**src/rtl/vic_pkg.sv**
```systemverilog
// Package of constants and types for the vectored interrupt control block
// Functional notes
// The base variant serves 21 sources (8 external, 12 internal, 1 software) through 16 vectors.
// The two-wire variant serves 23 sources (9 external, 13 internal, 1 software) through 16 vectors.
// Every source but reset and the software break is governed by its request bit, its enable bit and the global disable flag.
// An interrupt is raised only when request is 1, enable is 1 and the disable flag is 0.
// Software may write each enable bit to 1 or 0.
// Software may clear a request bit, and writing 1 to it has no effect.
// Reset and the software break are always taken, whatever the enables and flag.
// While the disable flag is set, all interrupts but reset and software break are masked.
// Simultaneous enabled requests are presented one by one, highest fixed priority first.
// On acceptance the core stacks state, the disable flag is set, the request bit clears and the vector loads.
// Where two sources share a vector, a source selection bit picks which one drives the request.
// A switch bit picks which of two pins feeds each relocatable external interrupt.
// Changing an edge or source selection may set the request bit; software disables, changes, clears, re-enables.
// A request bit stays set until software clears it or the core accepts it, whatever the enable bit.
// After reset all request, enable and selection bits are 0 and the disable flag is set; source_select_in is an input and is not reset.
package vic_pkg;
    // =========================================================
    // Sizes
    localparam int VIC_VECTORS = 16;
    localparam int VIC_REQS = 15;
    localparam int VIC_PAIRS = 8;
    localparam int VIC_SRC_BASE = 21;
    localparam int VIC_SRC_TWI = 23;
    localparam logic [1:0] VIC_SYNC_FILL = 2'h3;
    // =========================================================
    // Vector numbers, priority order
    localparam logic [3:0] VIC_VEC_RESET = 4'h0;
    localparam logic [3:0] VIC_VEC_BREAK = 4'hf;
    // =========================================================
    // Reset values
    localparam logic [14:0] VIC_REQ_RST = 15'h0000;
    localparam logic [14:0] VIC_EN_RST = 15'h0000;
    localparam logic [7:0] VIC_SEL_RST = 8'h00;
    localparam logic VIC_IDIS_RST = 1'b1;
    localparam logic [3:0] VIC_EDGE_RST = 4'h0;
    // =========================================================
    // Core handshake states
    typedef enum logic [2:0]
    {
        VIC_IDLE = 3'b001,
        VIC_OFFER = 3'b010,
        VIC_SETTLE = 3'b100
    } vic_state_t;
endpackage : vic_pkg

```
**src/rtl/vic_edge_if.sv**
```systemverilog
// Interface carrying raw external pin levels and detected rise and fall pulses
`timescale 1ns/1ps
`default_nettype none
interface vic_edge_if;
    logic [8:0] level;
    logic [8:0] rise;
    logic [8:0] fall;
    modport detector (input level, output rise, output fall);
    modport user (output level, input rise, input fall);
endinterface : vic_edge_if
`default_nettype wire

```
**src/rtl/vic_edge_detect.sv**
```systemverilog
// Edge detector for external interrupt lines, six flops per pin
`timescale 1ns/1ps
`default_nettype none
module vic_edge_detect
    import vic_pkg::*;
(
    input wire logic sys_clk_in,
    input wire logic reset_in,
    vic_edge_if.detector edge_bus
);
    logic [8:0] sync1_reg;
    logic [8:0] sync2_reg;
    logic [8:0] sync3_reg;
    logic [8:0] stable_reg;
    logic [1:0] fill_reg;
    logic [8:0] agree;
    logic [8:0] rise_reg;
    logic [8:0] fall_reg;

    // =========================================================
    // Synchroniser chain
    always_ff @(posedge sys_clk_in)
    begin
        if (reset_in)
        begin
            sync1_reg <= 9'h000;
            sync2_reg <= 9'h000;
            sync3_reg <= 9'h000;
        end
        else
        begin
            sync1_reg <= edge_bus.level;
            sync2_reg <= sync1_reg;
            sync3_reg <= sync2_reg;
        end
    end

    // =========================================================
    // Settled level, primed from the pins so no false edge follows reset
    assign agree = ~(sync2_reg ^ sync3_reg);

    always_ff @(posedge sys_clk_in)
    begin
        if (reset_in)
        begin
            fill_reg <= 2'h0;
            stable_reg <= 9'h000;
        end
        else if (fill_reg != VIC_SYNC_FILL)
        begin
            fill_reg <= fill_reg + 2'h1;
            stable_reg <= sync2_reg;
        end
        else
        begin
            stable_reg <= (agree & sync3_reg) | (~agree & stable_reg);
        end
    end

    // =========================================================
    // Edge pulses once second and third stage agree on a new level
    always_ff @(posedge sys_clk_in)
    begin
        if (reset_in)
        begin
            rise_reg <= 9'h000;
            fall_reg <= 9'h000;
        end
        else if (fill_reg != VIC_SYNC_FILL)
        begin
            rise_reg <= 9'h000;
            fall_reg <= 9'h000;
        end
        else
        begin
            rise_reg <= agree & sync3_reg & ~stable_reg;
            fall_reg <= agree & ~sync3_reg & stable_reg;
        end
    end

    assign edge_bus.rise = rise_reg;
    assign edge_bus.fall = fall_reg;
endmodule : vic_edge_detect
`default_nettype wire

```
**src/rtl/vic_top.sv**
```systemverilog
// Vectored interrupt controller with request latches and fixed priority
`timescale 1ns/1ps
`default_nettype none
module vic_top
    import vic_pkg::*;
#(
    parameter bit TWI_VARIANT = 1'b0
)
(
    input wire logic sys_clk_in,
    input wire logic reset_in,
    // External pins: 0 int0a,1 int0b,2 int1,3 int2,4 int3,5 int4a,6 int4b,
    // 7 cntr0,8 cntr1; cntr2 and two-wire event arrive internally
    input wire logic ext_irq_zero_pin_a_in,
    input wire logic ext_irq_zero_pin_b_in,
    input wire logic ext_irq_one_in,
    input wire logic ext_irq_two_in,
    input wire logic ext_irq_three_in,
    input wire logic ext_irq_four_pin_a_in,
    input wire logic ext_irq_four_pin_b_in,
    input wire logic counter0_pin_in,
    input wire logic counter1_pin_in,
    input wire logic [8:0] edge_polarity_in,
    input wire logic ext_pin_switch_in,
    // Internal peripheral event pulses (same clock)
    input wire logic timer_z_evt_in,
    input wire logic serial1_rx_evt_in,
    input wire logic serial1_tx_evt_in,
    input wire logic timer_x_evt_in,
    input wire logic timer_y_evt_in,
    input wire logic timer_1_evt_in,
    input wire logic timer_2_evt_in,
    input wire logic serial3_rx_evt_in,
    input wire logic serial2_evt_in,
    input wire logic counter2_evt_in,
    input wire logic adc_evt_in,
    input wire logic serial3_tx_evt_in,
    input wire logic twi_evt_in,
    input wire logic twi_line_evt_in,
    // Control from the core
    input wire logic [7:0] source_select_in,
    input wire logic [14:0] enable_wr_data_in,
    input wire logic enable_wr_in,
    input wire logic [14:0] request_wr_data_in,
    input wire logic request_wr_in,
    input wire logic set_idis_in,
    input wire logic clear_idis_in,
    input wire logic software_break_instruction_in,
    input wire logic accept_in,
    // To the core
    output logic irq_out,
    output logic [3:0] vector_out,
    output logic [14:0] request_out,
    output logic [14:0] enable_out,
    output logic idis_out
);
    vic_edge_if edge_bus ();
    logic [14:0] req_reg;
    logic [14:0] en_reg;
    logic idis_reg;
    logic irq_reg;
    logic [3:0] vec_reg;
    vic_state_t state_reg;
    logic [14:0] events;
    logic [8:0] pin_evt;
    logic [14:0] live;
    logic [14:0] take_mask;
    logic break_pending_reg;
    logic offer_brk_reg;

    // =========================================================
    // Edge detection of external pins
    assign edge_bus.level = {counter1_pin_in, counter0_pin_in,
        ext_irq_four_pin_b_in, ext_irq_four_pin_a_in, ext_irq_three_in,
        ext_irq_two_in, ext_irq_one_in, ext_irq_zero_pin_b_in,
        ext_irq_zero_pin_a_in};

    vic_edge_detect u_edge (
        .sys_clk_in(sys_clk_in),
        .reset_in(reset_in),
        .edge_bus(edge_bus)
    );

    assign pin_evt = (edge_bus.rise & edge_polarity_in)
        | (edge_bus.fall & ~edge_polarity_in);

    // =========================================================
    // Source routing onto the fifteen maskable request lines
    always_comb
    begin
        events = 15'h0000;
        // Pin switch for relocatable externals see
        // Shared vectors picked by selection bits see
        events[0] = source_select_in[0] ? timer_z_evt_in
            : (ext_pin_switch_in ? pin_evt[1] : pin_evt[0]);
        events[1] = pin_evt[2];
        events[2] = serial1_rx_evt_in;
        events[3] = (source_select_in[1] && TWI_VARIANT) ? twi_line_evt_in
            : serial1_tx_evt_in;
        events[4] = timer_x_evt_in;
        events[5] = timer_y_evt_in;
        events[6] = timer_1_evt_in;
        events[7] = timer_2_evt_in;
        events[8] = (source_select_in[2] && TWI_VARIANT) ? twi_line_evt_in
            : pin_evt[7];
        events[9] = source_select_in[3] ? serial3_rx_evt_in : pin_evt[8];
        events[10] = source_select_in[4] ? timer_z_evt_in : serial2_evt_in;
        events[11] = (source_select_in[5] && TWI_VARIANT) ? twi_evt_in
            : pin_evt[3];
        events[12] = pin_evt[4];
        events[13] = source_select_in[6] ? counter2_evt_in
            : (ext_pin_switch_in ? pin_evt[6] : pin_evt[5]);
        events[14] = source_select_in[7] ? serial3_tx_evt_in : adc_evt_in;
    end

    // =========================================================
    // Fixed priority pick, lowest index wins
    function automatic logic [3:0] vic_pick(input logic [14:0] v);
        logic [3:0] idx;
        idx = 4'h0;
        for (int i = VIC_REQS - 1; i >= 0; i--)
        begin
            if (v[i])
            begin
                idx = 4'(i);
            end
        end
        return idx;
    endfunction : vic_pick

    assign live = req_reg & en_reg & {VIC_REQS{~idis_reg}};
    assign take_mask = (state_reg == VIC_OFFER && accept_in && vec_reg != 4'h0
        && !offer_brk_reg)
        ? (15'h0001 << (vec_reg - 4'h1)) : 15'h0000;

    // =========================================================
    // Request latches: set wins over clear
    always_ff @(posedge sys_clk_in)
    begin
        if (reset_in)
        begin
            req_reg <= VIC_REQ_RST;
        end
        else
        begin
            // Write 1 keeps, write 0 clears; events hold until cleared see
            req_reg <= ((req_reg & ~take_mask)
                & (request_wr_in ? request_wr_data_in : 15'h7fff)) | events;
        end
    end

    // =========================================================
    // Enable bits
    always_ff @(posedge sys_clk_in)
    begin
        if (reset_in)
        begin
            en_reg <= VIC_EN_RST;
        end
        else if (enable_wr_in)
        begin
            en_reg <= enable_wr_data_in;
        end
    end

    // =========================================================
    // Global disable flag
    always_ff @(posedge sys_clk_in)
    begin
        if (reset_in)
        begin
            idis_reg <= VIC_IDIS_RST;
        end
        else if (state_reg == VIC_OFFER && accept_in)
        begin
            idis_reg <= 1'b1;
        end
        else if (set_idis_in)
        begin
            idis_reg <= 1'b1;
        end
        else if (clear_idis_in)
        begin
            idis_reg <= 1'b0;
        end
    end

    // =========================================================
    // Software break latch, unmaskable
    always_ff @(posedge sys_clk_in)
    begin
        if (reset_in)
        begin
            break_pending_reg <= 1'b0;
        end
        else if (software_break_instruction_in)
        begin
            break_pending_reg <= 1'b1;
        end
        else if (state_reg == VIC_OFFER && accept_in && offer_brk_reg)
        begin
            break_pending_reg <= 1'b0;
        end
    end

    // =========================================================
    // Offer to the core, one at a time
    always_ff @(posedge sys_clk_in)
    begin
        if (reset_in)
        begin
            // Reset vector is offered first, unconditionally see
            state_reg <= VIC_OFFER;
            irq_reg <= 1'b1;
            vec_reg <= VIC_VEC_RESET;
            offer_brk_reg <= 1'b0;
        end
        else
        begin
            unique case (state_reg)
                VIC_IDLE:
                begin
                    if (break_pending_reg)
                    begin
                        state_reg <= VIC_OFFER;
                        irq_reg <= 1'b1;
                        vec_reg <= VIC_VEC_BREAK;
                        offer_brk_reg <= 1'b1;
                    end
                    else if (|live)
                    begin
                        state_reg <= VIC_OFFER;
                        irq_reg <= 1'b1;
                        vec_reg <= vic_pick(live) + 4'h1;
                        offer_brk_reg <= 1'b0;
                    end
                end
                VIC_OFFER:
                begin
                    if (accept_in)
                    begin
                        state_reg <= VIC_SETTLE;
                        irq_reg <= 1'b0;
                    end
                    else if (vec_reg != VIC_VEC_RESET
                        && !offer_brk_reg
                        && !live[vec_reg - 4'h1])
                    begin
                        // Request withdrawn or masked before acceptance
                        state_reg <= VIC_IDLE;
                        irq_reg <= 1'b0;
                    end
                end
                VIC_SETTLE:
                begin
                    state_reg <= VIC_IDLE;
                end
                default:
                begin
                    state_reg <= VIC_IDLE;
                    irq_reg <= 1'b0;
                end
            endcase
        end
    end

    assign irq_out = irq_reg;
    assign vector_out = vec_reg;
    assign request_out = req_reg;
    assign enable_out = en_reg;
    assign idis_out = idis_reg;
endmodule : vic_top
`default_nettype wire

```
**config.mk**
```make
export PLATFORM = sky130hd
export DESIGN_NAME = vic_top
export DESIGN_NICKNAME = d
export VERILOG_FILES = /design/src/rtl/vic_pkg.sv /design/src/rtl/vic_edge_if.sv /design/src/rtl/vic_edge_detect.sv /design/src/rtl/vic_top.sv
export SDC_FILE = /design/constraint.sdc
export NUM_CORES = 1
export LEC_CHECK = 0
export ABC_AREA = 0
export BUFFER_PORTS_ARGS = -buffer_cell sky130_fd_sc_hd__buf_2
export CORE_UTILIZATION = 45
export DETAILED_ROUTE_END_ITERATION = 12
export MAX_ROUTING_LAYER = met4
export PLACE_DENSITY_LB_ADDON = 0.05
export SETUP_SLACK_MARGIN = 0.15
export SLEW_MARGIN = 20
export SYNTH_ARGS = -nofsm -noshare
export SYNTH_HDL_FRONTEND = slang
export SYNTH_SLANG_ARGS = --single-unit
```
**constraint.sdc**
```tcl
create_clock -name sys_clk_in -period 3.99 [get_ports sys_clk_in]
set_input_delay 0.9975 -clock sys_clk_in [delete_from_list [all_inputs] [get_ports sys_clk_in]]
set_output_delay 0.9975 -clock sys_clk_in [all_outputs]
set_load 0.02 [all_outputs]
```
# Word-level counts from Yosys, hierarchy flattened
# Index checks and enable logic that the tools add are counted.
[word_totals]
ff_bits = 97
inputBits = 79
out_inout_bits = 36
word_cells = 113
[classes]
add_sub_neg = 3
magnitude_cmp = 1
eq_ne = 6
shift = 1
muxes = 47
n_bitwise = 23
reduce_logical = 17
[op_table]
columns = ["op", "count"]
rows = [
  ["4-bit two-way mux", 21],
  ["9-bit AND", 7],
  ["15-bit AND", 4],
  ["9-bit inverter", 5],
  ["15-bit two-way mux", 2],
  ["9-bit bitwise OR", 2],
  ["1-bit two-way mux", 16],
  ["15-bit inverter", 1],
  ["15-bit bitwise OR", 1],
  ["15-bit OR reduction", 1],
  ["1-bit by 4-bit << shifter with 15-bit output, first input constant", 1],
  ["3-bit two-way mux", 4],
  ["9-bit two-way mux", 1],
  ["9-bit XOR", 1],
  ["1-bit logical AND", 6],
  ["3-bit case mux with 2 select lines", 1],
  ["4-bit by 5-bit less-than comparator with 1-bit output, second input constant", 1],
  ["4-bit by 1-bit adder with 4-bit output, second input constant", 1],
  ["1-bit binary-select mux with 4-bit select", 1],
  ["2-bit AND reduction", 2],
  ["2-bit nonzero test", 2],
  ["4-bit nonzero test", 1],
  ["4-bit by 1-bit subtractor with 4-bit output, second input constant", 1],
  ["3-bit by 1-bit == test with 1-bit output, second input constant", 1],
  ["other kinds (12)", 14],
]

# Depth between registers and ports, before layout
# Gate-level depths: netlist of run 1.
[depth]
word_depth = 24
depth_mapped = 9
depth_no_buf = 8

# Cells and area by module
# A second synthesis of run 1 with hierarchy kept.
[unflattened]
cells_unflattened = 442
area_unflattened_um2 = 4393.0
[by_module_without_submodules]
columns = ["mod", "instances", "cells_per_inst", "area_each_um2", "seq_area_each_um2"]
rows = [
  ["vic_top", 1, 264, 2324.7, 820.8],
  ["vic_edge_detect", 1, 178, 2068.2, 1121.1],
]

# Worst setup path before layout of run 1
# OpenSTA, ideal clock, no wires.
[synth_timing]
path_type = "register -> register"
start = "reg vec_reg[0], in the netlist vector_out[0]"
end = "reg state_reg[1]"
setup_time_ps = 127
arrival_time_ps = 2192
t_required_ps = 3863
path_slack_ps = 1671
path_stages_with_launch = 10
n_path_buf = 1
period_less_slack_ps = 2319
path_cell_list = "dfxtp_1 -> buf_6 -> inv_1 -> ha_1 -> nor2b_1 -> a41o_1 -> o221ai_2 -> o311ai_1 -> and2_1 -> or3_1"
[synth_between]
elab_chain_len = 7
word_cells_on_any_way = 9
cone_classes = "add/sub: 1; eq/ne: 1; mux: 2; reduce/logical: 5"
[synth_lines]
columns = ["item", "line_no", "source"]
rows = [
  ["from (decl)", "vic_top.sv:62", "logic [3:0] vec_reg;"],
  ["from (signal assigned)", "vic_top.sv:234", "vec_reg <= vic_pick(live) + 4'h1;"],
  ["4-bit by 1-bit subtractor with 4-bit output", "vic_top.sv:247", "&& !live[vec_reg - 4'h1])"],
  ["1-bit binary-select mux with 4-bit select", "vic_top.sv:247", ""],
  ["1-bit two-way mux (implied by the code)", "vic_top.sv:247", ""],
  ["1-bit logical NOT", "vic_top.sv:247", ""],
  ["1-bit logical AND *", "vic_top.sv:247", ""],
  ["3-bit by 2-bit != test with 1-bit output (no line) *", "n/a", ""],
  ["2-bit AND reduction (no line) *", "n/a", ""],
  ["to (signal assigned)", "vic_top.sv:250", "state_reg <= VIC_IDLE;"],
  ["to (signal assigned)", "vic_top.sv:256", "state_reg <= VIC_IDLE;"],
  ["to (signal assigned)", "vic_top.sv:260", "state_reg <= VIC_IDLE;"],
  ["to (decl)", "vic_top.sv:63", "vic_state_t state_reg;"],
]
# Every way passes the cells marked *; elsewhere a longest branch is shown, timed or not. The select of a mux whose other input is x is not followed.
# A chain may end at the register's enable or synchronous reset.

# Worst setup path in the final report of run 1
[layout_timing]
start = "reg vec_reg[0], in the netlist vector_out[0]"
end = "reg state_reg[0]"
# The elaborated chain is that of the path after synthesis.

==> flow_summary.toml, run 1 <==
[outcome]
status = "completed"

[synthesis]
synth_area_leaders = "dfxtp_1, mux2i_1, ha_1, nor2_1, nor2b_1"
synth_cells = 448
synth_flop_cell = "dfxtp_1"
synth_common_cells = "dfxtp_1, nor2_1, mux2i_1"
yosysWarnings = 0
synth-edff-count = 0
ys_async_sr_fraction_pct = 0
yosys.area.top_type = "dfxtp_1"
synth-seq-cells = 97
syn_area_per_cell_sq_um = 9.53
yosysTopAreaCellShare_pct = 45.5
synth_cell_types = 50
synthMostInstantiatedCell = "dfxtp_1"
syn-num-nets = 552
synth_area_sq_mm = 0.00427
synth_seq_area_share_pct = 45.5

[setup_path]
cp_data_required_time_ns = 4.24
worst-setup-path-type = "reg2reg"
worstPathArrival_ns = 2.92
r2r_cells = 8
start_kind = "register"
cp_max_fo = 14
critPathCaptureType = "register"

[route]
drtPass1Iterations = 4
drtIter0Drc = 103
drc = 0
vias = 3486
routed_via_density = 5.23
wirelength_um = 9970
postRouteAntennaNets = 0
wl_per_cell_um = 15.0

[timing]
holdWs_ns = 0.443
max_slew_margin_pct = 44.5
fin_skew_ns = 0.00584
finalCritPeriodShare_pct = 66.9
fin_crit_ns = 2.67
worst_pin_slew_ns = 0.833
maxSlewViolCount = 0
finalSetupTns_ns = 0
clock.fmax_ghz = 0.375
setup_violations = 0
grt_setup_unrepaired = "false"
hold_violations = 0

[power_and_ir_drop]
power_frac_clock_pct = 30.4
comb_power_share_pct = 14.5
power_frac_seq_pct = 55.1
switchingPower_w = 0.000563
p_per_area_mw_per_mm2 = 383
p_int_w = 0.00137
max-vdd-ir-drop_v = 0.000200
swShare_pct = 29.1
p_leak_nw = 2.20

[global_routing]
antenna_found_initial = 0
grt_pass1_wl_um = 15800
grt_max_degree = 33
overflow = 0
grt_pass1_vias = 3189
gr-usage-all-layers_pct = 21.5

[cts]
root_buffer = "clkbuf_8"
cts_made_buffers = 9
clk_latency_ns = 0.36
cts_setup_buffers = 0
clk_path_buf_depth = 2
cts_resized = 0
clkSinkCount = 97
holdBufCountCts = 0
path_clk_slew_ns = 0.10
cts_max_level = 3
cts_tree = "built"

[layout]
syn_to_final_growth_pct = 18.4
postLayoutCellArea_sq_mm = 0.00506
final_nets = 655
fin_util_pct = 55.0
layout-drive-gt1-share_pct = 24.9
fin_cells = 666
insertedDiodeCount = 0

[floorplan]
die_h_um = 99.4
die_area_sq_mm = 0.00989
fp.dieW_um = 99.4
io_pins = 115
start_util_pct = 46.4
row_count = 35
core_area_sq_mm = 0.00920

[placement]
dpl.cell_count = 651
placed_cell_area_sq_mm = 0.00488
portBuffers = 109
gp_congestion = 0.892
place_hpwl_um = 7680

[min_path]
whs_path_depth = 1
hp-class = "reg2reg"

[job]
drv_cap = 0
## cell usage in the layout (no fill, tap or decap), drive strengths merged, types with 2 or more instances in the layout
cell type  synthesis  layout
nand3b             4       4
and3               9       9
o21bai             3       3
or3b               3       3
o211ai             3       3
o21ba              2       2
nand3              6       6
nor2b             26      26
o21ai              8       8
clkbuf            12       9
dfxtp             97      97
xor2               4       4
clkinvlp           0       3
or2                3       3
a31oi              5       5
ha                25      25
nand2             20      20
a41o               2       2
o221ai            15      15
a22oi              5       5
nand2b             3       3
inv               24      27
a211oi            15      15
xnor2              2       2
and2               3       3
mux2i             34      34
a22o               2       2
or3                2       2
nor3               4       4
buf                7     111
nor2              54      54
nor3b             10      10
a21oi             25      25
## layer usage
metal	wire [um]	vias to the layer above	share of wire, %	GRT usage, %
li1	-	1781	-	-
met1	4940	1600	50	28.9
met2	4420	95	44	33.1
met3	524	10	5.3	3.30
met4	78	0	0.78	7.13
met5	0	-	0	-
## power by group through the flow
stage / sequential [W] / combinational (W) / clock, W
after floorplan: 0.00110 / 0.000165 / 0
after global placement: 0.00109 / 0.000277 / 0
after detailed placement: 0.00109 / 0.000282 / 0
after CTS: 0.00107 / 0.000283 / 0.000607
after global routing: 0.00108 / 0.000311 / 0.000649
final: 0.00107 / 0.000280 / 0.000588
## worst max-delay path, stage by stage (launching register included)
cell and delay (ns):
dfxtp_1 0.61, inv_1 0.20, ha_1 0.41, or3b_4 0.41
o221ai_1 0.17, a21oi_1 0.07, o311ai_1 0.43, and2_1 0.21
nor3_1 0.05
## kinds of logic (layout without fill, tap and decap cells)
kind of cell    after synthesis  after routing  synth area share, %
flops                        97             97                 45.5
xor+xnor                      6              6                 1.41
fa+ha+maj                    25             25                 7.32
simple gates                150            150                 18.2
mux                          35             35                 8.23
buf+inv                      43            150                 4.19
compound gates               92             92                 15.2
## area by class of cell
class                           instances  area [sq um]
Clock buffer                            9           124
Clock inverter                          6          51.3
Fill cell                             876          4140
Inverter                               24          90.1
Multi-Input combinational cell        308          2150
Sequential cell                        97          1940
Tap cell                              111           139
Timing Repair Buffer                  111           561
## worst paths after layout
| path | endpoint | start | slack, ns |
|---|---|---|---|
| min reg2reg | u_edge.edge_bus.rise[1]$_SDFF_PP0_ | register | 0.44 |
| max reg2reg | state_reg[0]$_SDFFE_PP0P_ | vector_out[0]$_SDFFE_PP0P_ | 1.32 |
| max | state_reg[0]$_SDFFE_PP0P_ | vector_out[0]$_SDFFE_PP0P_ | 1.32 |
| min | u_edge.edge_bus.rise[1]$_SDFF_PP0_ | register | 0.44 |
## stage by stage
stage,total power (W),setup slack [ns]
6_report,0.00194,1.32
5_1_grt,0.00204,1.12
4_1_cts,0.00196,1.29
3_5_place_dp,0.00137,1.33
3_3_place_gp,0.00136,1.34
2_1_floorplan,0.00127,1.67
No activity file was read; power rests on OpenSTA's default activity.
==> inputs of run 2 (changes only) <==
- ABC_AREA: 0 -> 1
- clock period: 3.99 -> 2.15 ns (I/O delays scaled with it)
==> flow_summary.toml, run 2 <==
[layout]
fillers = 878
final_common_cell = "buf_2"
final_nets = 765
layout-drive-gt1-share_pct = 29.0
insertedDiodeCount = 0
mostFrequentLayoutCells = "buf_2, nor2_1, dfxtp_1"
fin_util_pct = 58.9
syn_to_final_growth_pct = 26.2

[cts]
path_clk_slew_ns = 0.10
root_buffer = "clkbuf_8"
clk_latency_ns = 0.36
clkSinkCount = 97
clk_path_buf_depth = 2
cts_made_buffers = 9
cts_tree = "built"
cts_max_level = 3

[route]
wl_per_cell_um = 13.8
wirelength_um = 11000
postRouteAntennaNets = 0
vias = 3954
routed_via_density = 4.97
drc = 0
drtPass1Iterations = 6
drtIter0Drc = 143

[synthesis]
synth-seq-cells = 97
synth_flop_cell = "dfxtp_1"
ys_async_sr_fraction_pct = 0
synth_common_cells = "dfxtp_1, nor2_1, inv_1"
syn_area_per_cell_sq_um = 8.10
synth_cells = 535
synthMostInstantiatedCell = "dfxtp_1"
syn-num-nets = 639
synth-edff-count = 0
synth_cell_types = 41
yosysTopAreaCellShare_pct = 44.8
synth_area_leaders = "dfxtp_1, nor2_1, ha_1, inv_1, nand2_1"
synth_area_sq_mm = 0.00433
yosys.area.top_type = "dfxtp_1"
synth_seq_area_share_pct = 44.8
yosysWarnings = 0

[global_routing]
overflow = 0
antenna_found_initial = 0
grt_pass1_vias = 3695
grt_pass1_wl_um = 17500
grt_max_degree = 31
gr-usage-all-layers_pct = 23.2

[setup_path]
critPathCaptureType = "register"
cp_data_required_time_ns = 2.43
worst-setup-path-type = "reg2reg"
cp_max_fo = 5
start_kind = "register"
worstPathArrival_ns = 2.26

[timing]
finalSetupTns_ns = 0
setup_violations = 0
clock.fmax_ghz = 0.505
max_slew_margin_pct = 66.0
maxSlewViolCount = 0
grt_setup_unrepaired = "true"
fin_skew_ns = 0.00927
fin_crit_ns = 1.98
worst_pin_slew_ns = 0.510
hold_violations = 0
finalCritPeriodShare_pct = 92.1

[power_and_ir_drop]
finalPower_w = 0.00375
p_leak_nw = 2.62
p_per_area_mw_per_mm2 = 686
max-vdd-ir-drop_v = 0.000345

[placement]
gp_congestion = 0.927
place_hpwl_um = 8200
portBuffers = 109

[floorplan]
io_pins = 115
die_area_sq_mm = 0.0100
die_h_um = 100
fp.dieW_um = 100
core_area_sq_mm = 0.00928
start_util_pct = 46.7
row_count = 35

[min_path]
hp-class = "in2reg"

[job]
drv_cap = 0

[outcome]
status = "completed"
==> run 2: cell families after synthesis <==
kind of cell    Yosys count  share of synthesized area, %
xor+xnor                  3                         0.780
flops                    97                          44.8
fa+ha+maj                25                          7.22
buf+inv                  96                          8.55
compound gates           88                          13.3
simple gates            214                          22.6
mux                      12                          2.80
==> run 2: repair_timing <==
action                                  4_1_cts  5_1_grt
pin swaps                                     0        8
gates resized for setup                       1       34
cloned                                        0        1
endpoints found under the setup margin        1        9
hold buffers                                  0        0
setup buffers                                 0        6
==> run 2: path summary, 6_finish.rpt <==
| check | start | to | slack, ns | cells past startpoint |
|---|---|---|---|---|
| setup reg to reg | idis_out$_SDFFE_PP1P_ | vector_out[2]$_SDFFE_PP0P_ | 0.17 | 11 |
| hold / removal | ext_irq_zero_pin_b_in | u_edge.sync1_reg[1]$_SDFF_PP0_ | 0.37 | 3 |
| hold reg to reg | u_edge.sync1_reg[2]$_SDFF_PP0_ | u_edge.sync2_reg[2]$_SDFF_PP0_ | 0.41 | 2 |
| setup / recovery | idis_out$_SDFFE_PP1P_ | vector_out[2]$_SDFFE_PP0P_ | 0.17 | 11 |
==> run 2: layout make-up <==
cell class / instances / area, sq um / area share [%]
timing repair buffer: 131 / 711 / 13.0
clock buffer: 10 / 138 / 2.52
inverter: 79 / 309 / 5.65
tap: 129 / 161 / 2.95
multi-input combinational: 342 / 2140 / 39.2
sequential: 97 / 1950 / 35.7
clock inverter: 6 / 48.8 / 0.892
timing repair inverter: 1 / 8.76 / 0.160
==> run 2: power by group <==
part	internal [W]	switching, W	total [W]
registers	0.00189	0.0000815	0.00198
logic	0.000257	0.000382	0.000639
clock network	0.000467	0.000673	0.00114
==> run 2: stage by stage <==
step,area (sq um),hold slack [ns],setup WS (ns),instances
2_1_floorplan,4340,0.388,0.209,535
4_1_cts,5280,0.357,0.151,788
5_1_grt,5470,0.354,0.0473,795
3_3_place_gp,5090,0.389,0.136,772
3_5_place_dp,5090,0.394,0.121,772
6_report,5470,0.369,0.170,795
==> run 2: layer usage <==
metal	global-route usage [%]	vias up	share of wire, %
li1	-	2004	-
met1	26.2	1822	43
met2	41.5	112	51
met3	4.11	16	4.8
met4	7.36	0	1.4
met5	-	-	0
==> run 2: critical path: stages (launching register included) <==
cell and delay, ns:
dfxtp_4 0.45, clkinv_8 0.09, buf_4 0.14, nand3_1 0.12, nor2_1 0.07, o211ai_1 0.15, nand3_1 0.09, nand3_1 0.12
a31oi_2 0.12, ha_4 0.18, xor2_2 0.14, a221oi_2 0.22
